==> src/rtl/cmt_pkg.sv <==
// Constants, types and helper functions for the colour matrix transform stage.
// Assumes one pixel clock, 8-bit RGB pixels and an APB register port.
// Operation
// Output channels: 3x3 gain times RGB plus offsets
// Two transforms, each with own coefficient set
// Transform enable bypasses or applies RGB correction
// Illuminant preset picks calibrated RGB matrix
// Custom preset uses user-written coefficient entries
// Luma-chroma conversion follows correction and gamma
// Luma-chroma active only for YUV pixel formats
// Selected coefficient in use reads back
// Saturation applied only when enabled; larger vivid
// Settings accessible only while image pipeline on
// Stage present only on standard colour variants
// Picker: nine gains row-major, three offsets
// Transform enable read-only when luma-chroma selected
// Preset choice also loads white-balance ratios
// Signed fixed-point coefficients, outputs clamped
// Coefficient updates take effect at frame start
package cmt_pkg;

   typedef logic signed [11:0] cmt_coef_t;
   typedef cmt_coef_t [11:0] cmt_coef_set_t;
   typedef cmt_coef_set_t [6:0] cmt_preset_tab_t;

   typedef struct packed {
      logic sof;
      logic [7:0] r;
      logic [7:0] g;
      logic [7:0] b;
   } cmt_pix_s;

   // Register byte offsets
   localparam logic [7:0] CMT_CTRL_OFS = 8'h00;
   localparam logic [7:0] CMT_PICK_OFS = 8'h04;
   localparam logic [7:0] CMT_VALUE_OFS = 8'h08;
   localparam logic [7:0] CMT_SAT_OFS = 8'h0c;
   localparam logic [7:0] CMT_WB_OFS = 8'h10;
   localparam logic [7:0] CMT_STATUS_OFS = 8'h14;

   // Control register fields, and blue field of the white-balance register
   localparam int CMT_PIPE_ON_BIT = 0;
   localparam int CMT_SELECT_BIT = 1;
   localparam int CMT_ON_BIT = 2;
   localparam int CMT_SAT_ON_BIT = 3;
   localparam int CMT_YUV_FMT_BIT = 4;
   localparam int CMT_PRESET_LSB = 8;
   localparam int CMT_WB_BLUE_LSB = 16;

   // Reset values
   localparam logic [2:0] CMT_PRESET_RST = 3'h0;
   localparam logic [7:0] CMT_SAT_RST = 8'h80;
   localparam logic [15:0] CMT_WB_RST = 16'h0100;

   localparam logic [2:0] CMT_PRESET_CUSTOM = 3'h7;
   localparam logic [3:0] CMT_PICK_LAST = 4'hb;
   localparam logic [3:0] CMT_OFFSET_BASE = 4'h9;
   localparam int CMT_FRAC = 8;
   localparam int CMT_SAT_FRAC = 7;

   // Entry order {off2,off1,off0,g22,g21,g20,g12,g11,g10,g02,g01,g00}
   localparam cmt_coef_set_t CMT_IDENTITY = {12'sh000, 12'sh000, 12'sh000,
      12'sh100, 12'sh000, 12'sh000, 12'sh000, 12'sh100, 12'sh000,
      12'sh000, 12'sh000, 12'sh100};
   localparam cmt_coef_set_t CMT_YUV_COEF = {12'sh080, 12'sh080, 12'sh000,
      12'sh000, 12'shf80, 12'sh080, 12'sh080, 12'shf80, 12'sh000,
      12'sh040, 12'sh080, 12'sh040};
   localparam cmt_preset_tab_t CMT_PRESET_COEF = {7{CMT_IDENTITY}};
   localparam logic [6:0][31:0] CMT_PRESET_WB = {7{32'h0100_0100}};

   // clamp to pixel range
   function automatic logic [7:0] cmt_clamp(input logic signed [22:0] v);
      if (v < 0) begin
         return 8'h00;
      end else if (v > 23'sd255) begin
         return 8'hff;
      end
      return v[7:0];
   endfunction

   // one output channel
   function automatic logic [7:0] cmt_mac(input cmt_coef_t g0, input cmt_coef_t g1,
      input cmt_coef_t g2, input cmt_coef_t off, input cmt_pix_s p);
      logic signed [22:0] acc;
      acc = g0 * $signed({1'b0, p.r}) + g1 * $signed({1'b0, p.g}) + g2 * $signed({1'b0, p.b});
      acc = (acc >>> CMT_FRAC) + 23'(off);
      return cmt_clamp(acc);
   endfunction

   function automatic cmt_pix_s cmt_apply(input cmt_pix_s p, input cmt_coef_set_t c);
      cmt_pix_s q;
      q.sof = p.sof;
      q.r = cmt_mac(c[0], c[1], c[2], c[9], p);
      q.g = cmt_mac(c[3], c[4], c[5], c[10], p);
      q.b = cmt_mac(c[6], c[7], c[8], c[11], p);
      return q;
   endfunction

   // push channel away from luma by the saturation factor
   function automatic logic [7:0] cmt_sat_ch(input logic [7:0] c, input logic [7:0] y,
      input logic [7:0] s);
      logic signed [22:0] d;
      d = 23'($signed({1'b0, c})) - 23'($signed({1'b0, y}));
      d = 23'($signed({1'b0, y})) + ((d * $signed({1'b0, s})) >>> CMT_SAT_FRAC);
      return cmt_clamp(d);
   endfunction

endpackage

==> src/rtl/cmt_color_matrix.sv <==
// Colour matrix transform stage: correction matrix, saturation, gamma hook,
// luma-chroma conversion and a two-entry output buffer, with APB registers.
// Assumes the gamma stage on gamma_o/gamma_i is combinational.
`timescale 1ns/1ps
module cmt_color_matrix
   import cmt_pkg::*;
#(
   parameter bit COLOR_VARIANT = 1'b1
) (
   input wire logic ref_clk_i,
   input wire logic rst_i,
   input wire logic psel_i,
   input wire logic penable_i,
   input wire logic pwrite_i,
   input wire logic [7:0] paddr_i,
   input wire logic [31:0] pwdata_i,
   output logic [31:0] prdata_o,
   output logic pready_o,
   output logic pslverr_o,
   input wire cmt_pix_s pix_i,
   input wire logic pix_valid_i,
   output logic pix_ready_o,
   output cmt_pix_s gamma_o,
   input wire cmt_pix_s gamma_i,
   output cmt_pix_s pix_o,
   output logic pix_valid_o,
   input wire logic pix_ready_i
);

   typedef struct packed {
      logic pipe_on;
      logic sel_yuv;
      logic rgb_on;
      logic sat_on;
      logic yuv_fmt;
      logic [2:0] preset;
      logic [3:0] pick;
      logic [7:0] sat;
      logic [15:0] wb_red;
      logic [15:0] wb_blue;
      cmt_coef_set_t user;
      cmt_coef_set_t act_coef;
      logic act_rgb;
      logic act_yuv;
      logic act_sat;
      logic [7:0] act_satv;
      cmt_pix_s [1:0] mem;
      logic wptr;
      logic rptr;
      logic [1:0] count;
      logic [31:0] prdata;
      logic pslverr;
   } cmt_state_s;

   cmt_state_s s_reg;
   cmt_state_s s_next;

   logic fire;
   logic pop;
   logic frame_start;
   logic apb_setup;
   logic apb_wr;
   logic open_ok;
   logic use_rgb;
   logic use_yuv;
   logic use_sat;
   logic [7:0] use_satv;
   logic [7:0] luma;
   cmt_coef_set_t src_coef;
   cmt_coef_set_t use_coef;
   cmt_pix_s stage1;
   cmt_pix_s stage2;
   cmt_pix_s stage3;

   assign pix_ready_o = (s_reg.count != 2'd2);
   assign pix_valid_o = (s_reg.count != 2'd0);
   assign pix_o = s_reg.mem[s_reg.rptr];
   assign fire = pix_valid_i & pix_ready_o;
   assign pop = pix_valid_o & pix_ready_i;
   assign frame_start = fire & pix_i.sof;
   assign apb_setup = psel_i & ~penable_i;
   assign apb_wr = psel_i & penable_i & pwrite_i;
   assign pready_o = 1'b1;
   assign prdata_o = s_reg.prdata;
   assign pslverr_o = s_reg.pslverr;
   // settings only reachable with pipeline on, colour variant
   assign open_ok = s_reg.pipe_on & COLOR_VARIANT;

   always_comb begin
      // preset table or custom user set
      if (s_reg.preset == CMT_PRESET_CUSTOM) begin
         src_coef = s_reg.user;
      end else begin
         src_coef = CMT_PRESET_COEF[s_reg.preset];
      end
      // new settings are taken on the first pixel of a frame
      if (frame_start) begin
         use_coef = src_coef;
         use_rgb = open_ok & s_reg.rgb_on;
         use_yuv = open_ok & s_reg.yuv_fmt;
         use_sat = open_ok & s_reg.sat_on;
         use_satv = s_reg.sat;
      end else begin
         use_coef = s_reg.act_coef;
         use_rgb = s_reg.act_rgb;
         use_yuv = s_reg.act_yuv;
         use_sat = s_reg.act_sat;
         use_satv = s_reg.act_satv;
      end
   end

   always_comb begin
      // correction applied or bypassed
      stage1 = use_rgb ? cmt_apply(pix_i, use_coef) : pix_i;
      luma = 8'((10'(stage1.r) + 10'({stage1.g, 1'b0}) + 10'(stage1.b)) >> 2);
      // saturation only when enabled
      stage2 = stage1;
      if (use_sat) begin
         stage2.r = cmt_sat_ch(stage1.r, luma, use_satv);
         stage2.g = cmt_sat_ch(stage1.g, luma, use_satv);
         stage2.b = cmt_sat_ch(stage1.b, luma, use_satv);
      end
      gamma_o = stage2;
      // luma-chroma after gamma, for YUV formats only
      stage3 = use_yuv ? cmt_apply(gamma_i, CMT_YUV_COEF) : gamma_i;
   end

   always_comb begin
      s_next = s_reg;
      s_next.act_coef = use_coef;
      s_next.act_rgb = use_rgb;
      s_next.act_yuv = use_yuv;
      s_next.act_sat = use_sat;
      s_next.act_satv = use_satv;
      if (fire) begin
         s_next.mem[s_reg.wptr] = stage3;
         s_next.wptr = ~s_reg.wptr;
      end
      if (pop) begin
         s_next.rptr = ~s_reg.rptr;
      end
      s_next.count = 2'(s_reg.count + {1'b0, fire} - {1'b0, pop});

      if (apb_setup) begin
         s_next.prdata = 32'h0000_0000;
         s_next.pslverr = 1'b0;
         unique case (paddr_i)
            CMT_CTRL_OFS: begin
               s_next.prdata[CMT_PIPE_ON_BIT] = s_reg.pipe_on;
               s_next.prdata[CMT_SELECT_BIT] = s_reg.sel_yuv;
               // shows the format-driven state when luma-chroma selected
               s_next.prdata[CMT_ON_BIT] = s_reg.sel_yuv ? s_reg.yuv_fmt : s_reg.rgb_on;
               s_next.prdata[CMT_SAT_ON_BIT] = s_reg.sat_on;
               s_next.prdata[CMT_YUV_FMT_BIT] = s_reg.yuv_fmt;
               s_next.prdata[CMT_PRESET_LSB +: 3] = s_reg.preset;
            end
            CMT_PICK_OFS: s_next.prdata[3:0] = s_reg.pick;
            CMT_VALUE_OFS: begin
               // coefficient in use for the selected transform
               if (s_reg.pick <= CMT_PICK_LAST) begin
                  s_next.prdata = s_reg.sel_yuv ? 32'(CMT_YUV_COEF[s_reg.pick]) :
                     32'(s_reg.act_coef[s_reg.pick]);
               end
            end
            CMT_SAT_OFS: s_next.prdata[7:0] = s_reg.sat;
            CMT_WB_OFS: s_next.prdata = {s_reg.wb_blue, s_reg.wb_red};
            CMT_STATUS_OFS: s_next.prdata[5:0] = {s_reg.count, 1'b0, s_reg.act_sat,
               s_reg.act_yuv, s_reg.act_rgb};
            default: s_next.pslverr = 1'b1;
         endcase
         if (!open_ok && paddr_i != CMT_CTRL_OFS) begin
            s_next.prdata = 32'h0000_0000;
            s_next.pslverr = 1'b1;
         end
      end

      if (apb_wr && paddr_i == CMT_CTRL_OFS) begin
         s_next.pipe_on = pwdata_i[CMT_PIPE_ON_BIT];
         if (open_ok) begin
            s_next.sel_yuv = pwdata_i[CMT_SELECT_BIT];
            // enable write ignored while luma-chroma selected
            if (!s_reg.sel_yuv) begin
               s_next.rgb_on = pwdata_i[CMT_ON_BIT];
            end
            s_next.sat_on = pwdata_i[CMT_SAT_ON_BIT];
            s_next.yuv_fmt = pwdata_i[CMT_YUV_FMT_BIT];
            s_next.preset = pwdata_i[CMT_PRESET_LSB +: 3];
            // change to a non-custom preset loads white-balance ratios
            if (pwdata_i[CMT_PRESET_LSB +: 3] != s_reg.preset &&
                pwdata_i[CMT_PRESET_LSB +: 3] != CMT_PRESET_CUSTOM) begin
               s_next.wb_red = CMT_PRESET_WB[pwdata_i[CMT_PRESET_LSB +: 3]][15:0];
               s_next.wb_blue =
                  CMT_PRESET_WB[pwdata_i[CMT_PRESET_LSB +: 3]][CMT_WB_BLUE_LSB +: 16];
            end
         end
      end else if (apb_wr && open_ok) begin
         unique case (paddr_i)
            // entry picker, gains row-major then offsets
            CMT_PICK_OFS: s_next.pick = pwdata_i[3:0];
            CMT_VALUE_OFS: begin
               // user entries written only for the correction matrix
               if (!s_reg.sel_yuv && s_reg.pick <= CMT_PICK_LAST) begin
                  s_next.user[s_reg.pick] = pwdata_i[11:0];
               end
            end
            CMT_SAT_OFS: s_next.sat = pwdata_i[7:0];
            CMT_WB_OFS: begin
               s_next.wb_red = pwdata_i[15:0];
               s_next.wb_blue = pwdata_i[CMT_WB_BLUE_LSB +: 16];
            end
            default: begin
            end
         endcase
      end
   end

   always_ff @(posedge ref_clk_i or posedge rst_i) begin
      if (rst_i) begin
         s_reg <= '0;
         s_reg.preset <= CMT_PRESET_RST;
         s_reg.sat <= CMT_SAT_RST;
         s_reg.act_satv <= CMT_SAT_RST;
         s_reg.wb_red <= CMT_WB_RST;
         s_reg.wb_blue <= CMT_WB_RST;
         s_reg.user <= CMT_IDENTITY;
         s_reg.act_coef <= CMT_IDENTITY;
      end else begin
         s_reg <= s_next;
      end
   end
endmodule

==> config.mk <==
export PLATFORM = sky130hd
export DESIGN_NAME = cmt_color_matrix
export DESIGN_NICKNAME = d
export VERILOG_FILES = /design/src/rtl/cmt_pkg.sv /design/src/rtl/cmt_color_matrix.sv
export SDC_FILE = /design/constraint.sdc
export NUM_CORES = 2
export LEC_CHECK = 0
export ABC_AREA = 1
export BUFFER_PORTS_ARGS = -buffer_cell sky130_fd_sc_hd__buf_2
export CAP_MARGIN = 20
export CORE_UTILIZATION = 42
export DETAILED_ROUTE_END_ITERATION = 8
export GPL_ROUTABILITY_DRIVEN = 0
export HOLD_SLACK_MARGIN = 0.12
export PLACE_DENSITY_LB_ADDON = 0.08
export RECOVER_POWER = 25
export SETUP_SLACK_MARGIN = 0.1
export SLEW_MARGIN = 10
export SYNTH_ARGS = -nofsm -noshare
export SYNTH_HDL_FRONTEND = slang
export SYNTH_SLANG_ARGS = --single-unit
==> constraint.sdc <==
create_clock -name ref_clk_i -period 29.2 [get_ports ref_clk_i]
set_input_delay 2.92 -clock ref_clk_i [delete_from_list [all_inputs] [get_ports ref_clk_i]]
set_output_delay 2.92 -clock ref_clk_i [all_outputs]
set_load 0.005 [all_outputs]
* After elaboration in Yosys (flattened, before gate mapping)
Memory sizes are Yosys's and may differ from the RTL's.
Cells that the tools add are included.
** Storage, ports and cells
- Register bits after elaboration :: 438
- Bits in latches :: 0
- Bits in writable memories :: 0
- Memory bits (read-only) :: 1600
- Output and inout port bits :: 86
- Logic and storage cells :: 252
- Memories :: 3
** Memories
- (no name shown) :: depth 8, width 144, rd ports 1, clocked after memory_dff 0, write ports 0, line cmt_color_matrix.sv:94 : src_coef = CMT_PRESET_COEF[s_reg.preset];
- (no name shown) :: depth 8, width 32, rd ports 1, clocked after memory_dff 0, write ports 0, line cmt_color_matrix.sv:193 : CMT_PRESET_WB[pwdata_i[CMT_PRESET_LSB +: 3]][CMT_WB_BLUE_LSB +: 16];
- (no name shown) :: depth 16, width 12, rd ports 1, clocked after memory_dff 0, write ports 0, line cmt_color_matrix.sv:161 : s_next.prdata = s_reg.sel_yuv ? 32'(CMT_YUV_COEF[s_reg.pick]) :
** Operators by class
- Add/subtract/negate cells :: 26
- $mul :: 12
- Divide/modulo/power cells :: 0
- Magnitude comparators :: 26
- Eq/ne operators :: 11
- Shifts and indexed selects :: 0
- Multiplexer cells :: 88
- Bitwise operators :: 14
- Reduce and logical (&&, ||, !) cells :: 21
** Operators with widths (number)
- two-way mux 144 bit :: 5
- two-way mux 32 bit :: 7
- two-way mux 8 bit :: 28
- multiplier 12 x 9 -> 21 bit :: 9
- two-way mux 176 bit :: 1
- bitwise mux 144 bit :: 1
- greater-than comparator 16 x 9 -> 1 bit (second input constant) :: 5
- less-than comparator 16 x 1 -> 1 bit (second input constant) :: 5
- two-way mux 25 bit :: 3
- two-way mux 24 bit :: 3
- adder 22 x 21 -> 23 bit :: 3
- adder 21 x 21 -> 22 bit :: 3
- multiplier 9 x 9 -> 18 bit :: 3
- bitwise mux 50 bit :: 1
- adder 15 x 12 -> 16 bit :: 3
- binary-select mux 12 bit (select 4 bit) :: 1
- demux 12 bit (select 4 bit) :: 1
- one-hot mux 21 bit (2 select lines) :: 1
- adder 9 x 11 -> 12 bit :: 3
- greater-than comparator 12 x 9 -> 1 bit (second input constant) :: 3
- less-than comparator 12 x 1 -> 1 bit (second input constant) :: 3
- two-way mux 12 bit :: 3
- two-way mux 33 bit :: 1
- adder 15 x 9 -> 16 bit (second input constant) :: 2
- other kinds (44) :: 100

* Logic depth before layout (Yosys ltp)
- Depth after elaboration :: 24
- Mapped depth :: 107
- Depth with buffers taken out :: 103

* Worst setup path before layout
No wires, ideal clock.
- Kind :: in2out
- Start point :: in pix_i[24] (netlist bit)
- End point :: out gamma_o[23] (netlist bit)
- Arrival time :: 19.196 ns
- Setup slack :: 7.084 ns
- Cell stages on the path :: 89
- Path buffers :: 3
- Path through :: nand3_4 inv_2 clkbuf_8 clkbuf_1 clkbuf_1 nand3_1 and2_1 inv_1 nand2_1 fa_1 fa_1 fa_1 fa_1 inv_1 fa_1 fa_1 inv_1 fa_1 (+53 left out) a21oi_1 a21boi_0 xnor2_1 fa_1 a21oi_1 o21bai_1 nand2_1 nand2_1 a21oi_1 inv_1 a21oi_1 o21ai_0 o21ai_4 nand3_2 nand2_4 nand2_1 nand2_1 nand2_1
** RTL lines
- from (decl) :: line cmt_color_matrix.sv:20 : input wire cmt_pix_s pix_i,
- to (decl) :: line cmt_color_matrix.sv:23 : output cmt_pix_s gamma_o,

==> results.cfg <==
[floorplan]
die_y_um = 406.6
core-area_um2 = 162600
die_x_um = 406.6
num_rows = 148
num_io_pins = 183
die_area_um2 = 165300
initial_core_util_pct = 42.29

[final_layout]
final_cell_area_um2 = 73740
nets = 10420
multi_input_area_um2 = 48970
final_layout_size_suffix_gt1_share_pct = 5.916
fillers = 16760
area_growth_pct = 7.240
seqCellArea_um2 = 10970
largest_reg_flops = 404

[critical_path]
cp_max_fo = 60
cp.depth = 91
r2r_cells = 10
worstSetupPathType = in2out
slowest_stage = o31ai_1
reg2reg_from = s_reg[426]$_DFFE_PP0P_
startpoint_type = input port
arrival_ns = 23.12
cpMostUsedCell = nand2_1
end_kind = output port
max_stage_delay_ns = 0.66
path_delay_family = adder cells
r2r_slack_ns = 24.85
startpoint = pix_i[24]
crit_buf_inv = 17
critPathRequiredTime_ns = 26.28

[placed_design]
port_buffers = 181
postPlaceCellArea_um2 = 71820
hpwl_mm = 188.2

[logic_synthesis]
yosys_register_bits = 438
synth_compound_area_share_pct = 7.428
syn-num-nets = 10380
synth_edf_count = 0
yosys_warnings = 0
synth_top_family_by_area = adder cells
yosysUniqueCellTypes = 71
async_reset_ff_share_pct = 100.0
ys_seq_area_share_pct = 15.96
synth-xor-area-share_pct = 2.254
yosys.area.top_type_share_pct = 33.19
syn_area_um2 = 68760
synth_top_area_cell = fa_1
syn_inst = 8602
syn_area_per_cell_um2 = 7.994
yosys.area_share.simple_pct = 18.49
synth_mux_area_share_pct = 0.02911
synth_ff_type = dfrtp_1
synth_area_leaders = fa_1 33%, dfrtp_1 16%, inv_1 11%, ha_1 9.8%, nand2_1 9.6%
synth_adder_area_share_pct = 42.98

[hold_path]
hold_start = s_reg[86]$_DFFE_PP0P_
min_delay_path_depth = 2
hp-class = reg2reg

[timing]
clock.fmax_mhz = 38.40
slew_headroom_pct = -279.2
rsz0062_at_grt = no
clock_skew_ns = 0.02865
hold_viol = 0
setup_viol = 0
tns_ns = 0
slew_viol_final = 198
layout_worst_path_cycle_share_pct = 89.19
worst_pin_slew_ns = 5.688
period_minus_slack_ns = 26.04

[clock_network]
clock_path_buffers = 3
root_buffer = clkbuf_16
post_cts_buffers = 0
cts-htree-levels = 2
cts_buffers = 55
clkTransAtPathRegs_ns = 0.05
tritoncts = built
ctsResizeCount = 0
postCtsHoldBufs = 0
numClockSinks = 438
clock_latency_ns = 0.68

[drt]
drt-pass1-iter-count = 8
routed_wl_mm = 232.8
routed_via_density = 5.116
vias = 55590
wire_per_inst_um = 21.43
drc = 0
drt_iter0_drc = 4530
ant_nets = 0

[flow_run]
drv_cap = 3

[grt]
grt_max_degree = 149
grt_antenna_before_repair = 11
grt_pass1_wl_mm = 356.6
grt_pass1_vias = 57130
gr-total-overflow = 0
grt_usage_pct = 28.85

[outcome]
status = finished, violations left
violations = capacitance limit, slew limit
==> final timing paths <==
kind,endpoint
max,gamma_o[17]
min,s_reg[86]$_DFFE_PP0P_
max reg2reg,prdata_o[20]$_DFFE_PP0P_
min reg2reg,s_reg[86]$_DFFE_PP0P_
max in group asynchronous,s_reg[59]$_DFFE_PP0P_
min in group asynchronous,s_reg[386]$_DFFE_PP0P_
==> placed cells by master, fill, tap and decap left out, types with 45 or more instances in the layout <==
cell / instances
inv_1: 1959
nand2_1: 1760
clkbuf_16: 55
nand3_1: 222
xor2_1: 95
ha_1: 538
o21ai_1: 67
or2_2: 45
buf_4: 88
dfrtp_1: 427
o21ai_0: 464
nor2_1: 832
buf_2: 155
nand4_1: 46
xnor2_1: 82
a21oi_1: 259
fa_1: 1140
==> cell usage after synthesis, types with 4 or more instances <==
cell	n
or2_1	4
clkbuf_1	219
buf_2	14
nand4_1	46
a21oi_1	259
a22oi_1	7
buf_1	16
clkinv_1	10
xnor2_1	82
nor3_1	24
inv_1	1962
nor4_1	7
nand2_4	8
or2_2	45
o21ai_1	70
a21o_1	17
clkbuf_8	5
buf_4	36
o21ai_2	7
o21ai_0	465
nor2_2	5
nand2_1	1760
a31oi_1	18
o211ai_1	9
o31ai_1	7
o22ai_1	25
xor2_1	95
dfrtp_1	428
a221oi_1	8
a22o_1	9
ha_1	538
nand3b_1	15
o21bai_1	15
inv_2	21
nand3_1	222
nand3_2	18
o2111ai_1	4
nand2_2	26
dfstp_2	10
fa_1	1140
and2_1	44
o21a_1	6
nor2_1	833
==> worst register-to-register path, cell delays in order (launching register included) <==
cell     delay (ns)
dfrtp_2        0.66
inv_2          0.52
buf_4          0.67
nor2_1         0.14
o21ai_0        0.71
nand2_1        0.13
nand3_1        0.32
nand2_1        0.14
nand2_1        0.70
a21oi_1        0.09
o21ai_0        0.18
==> per-layer routing <==
layer  track usage (%)  routed length, um  vias to the layer above  share of wire [%]
met3             4.066              14520                      246                6.2
met1             40.11             102600                    28000                 44
met5                 0                 61                        -              0.026
met2             46.75             107700                     1570                 46
li1                  -                  -                    25760                  -
met4             8.297               7901                       10                3.4
==> through the flow <==
step	worst slack, ns	instances	util (%)	hold WS, ns
6_report	3.156	10870	45.35	0.4735
5_1_grt	1.762	10870	45.35	0.4923
4_1_cts	3.359	10860	45.34	0.4761
3_5_place_dp	3.424	10760	44.18	0.4633
3_3_place_gp	3.578	10760	44.16	0.4549
2_1_floorplan	7.084	8602	-	0.4422
==> area by class of cell <==
cell class	instances	area share [%]
Antenna cell	1	0.003394
Timing Repair Buffer	280	2.287
Tap cell	2175	3.690
Inverter	1994	10.16
Sequential cell	438	14.88
Multi-Input combinational cell	5875	66.40
Clock inverter	30	0.4819
Clock buffer	72	2.089
==> cells by family after synthesis <==
| logic type | after synthesis |
|---|---|
| other | 1 |
| AOI/OAI and AO/OA | 942 |
| and+or+nand+nor | 3075 |
| buffers and inverters | 2289 |
| muxes | 2 |
| DFF | 438 |
| xor gates and xnor gates | 177 |
| adders and majority gates | 1678 |
Power is not shown: default switching activity piles up to over one toggle a cycle in this logic, so the estimate is an artifact.
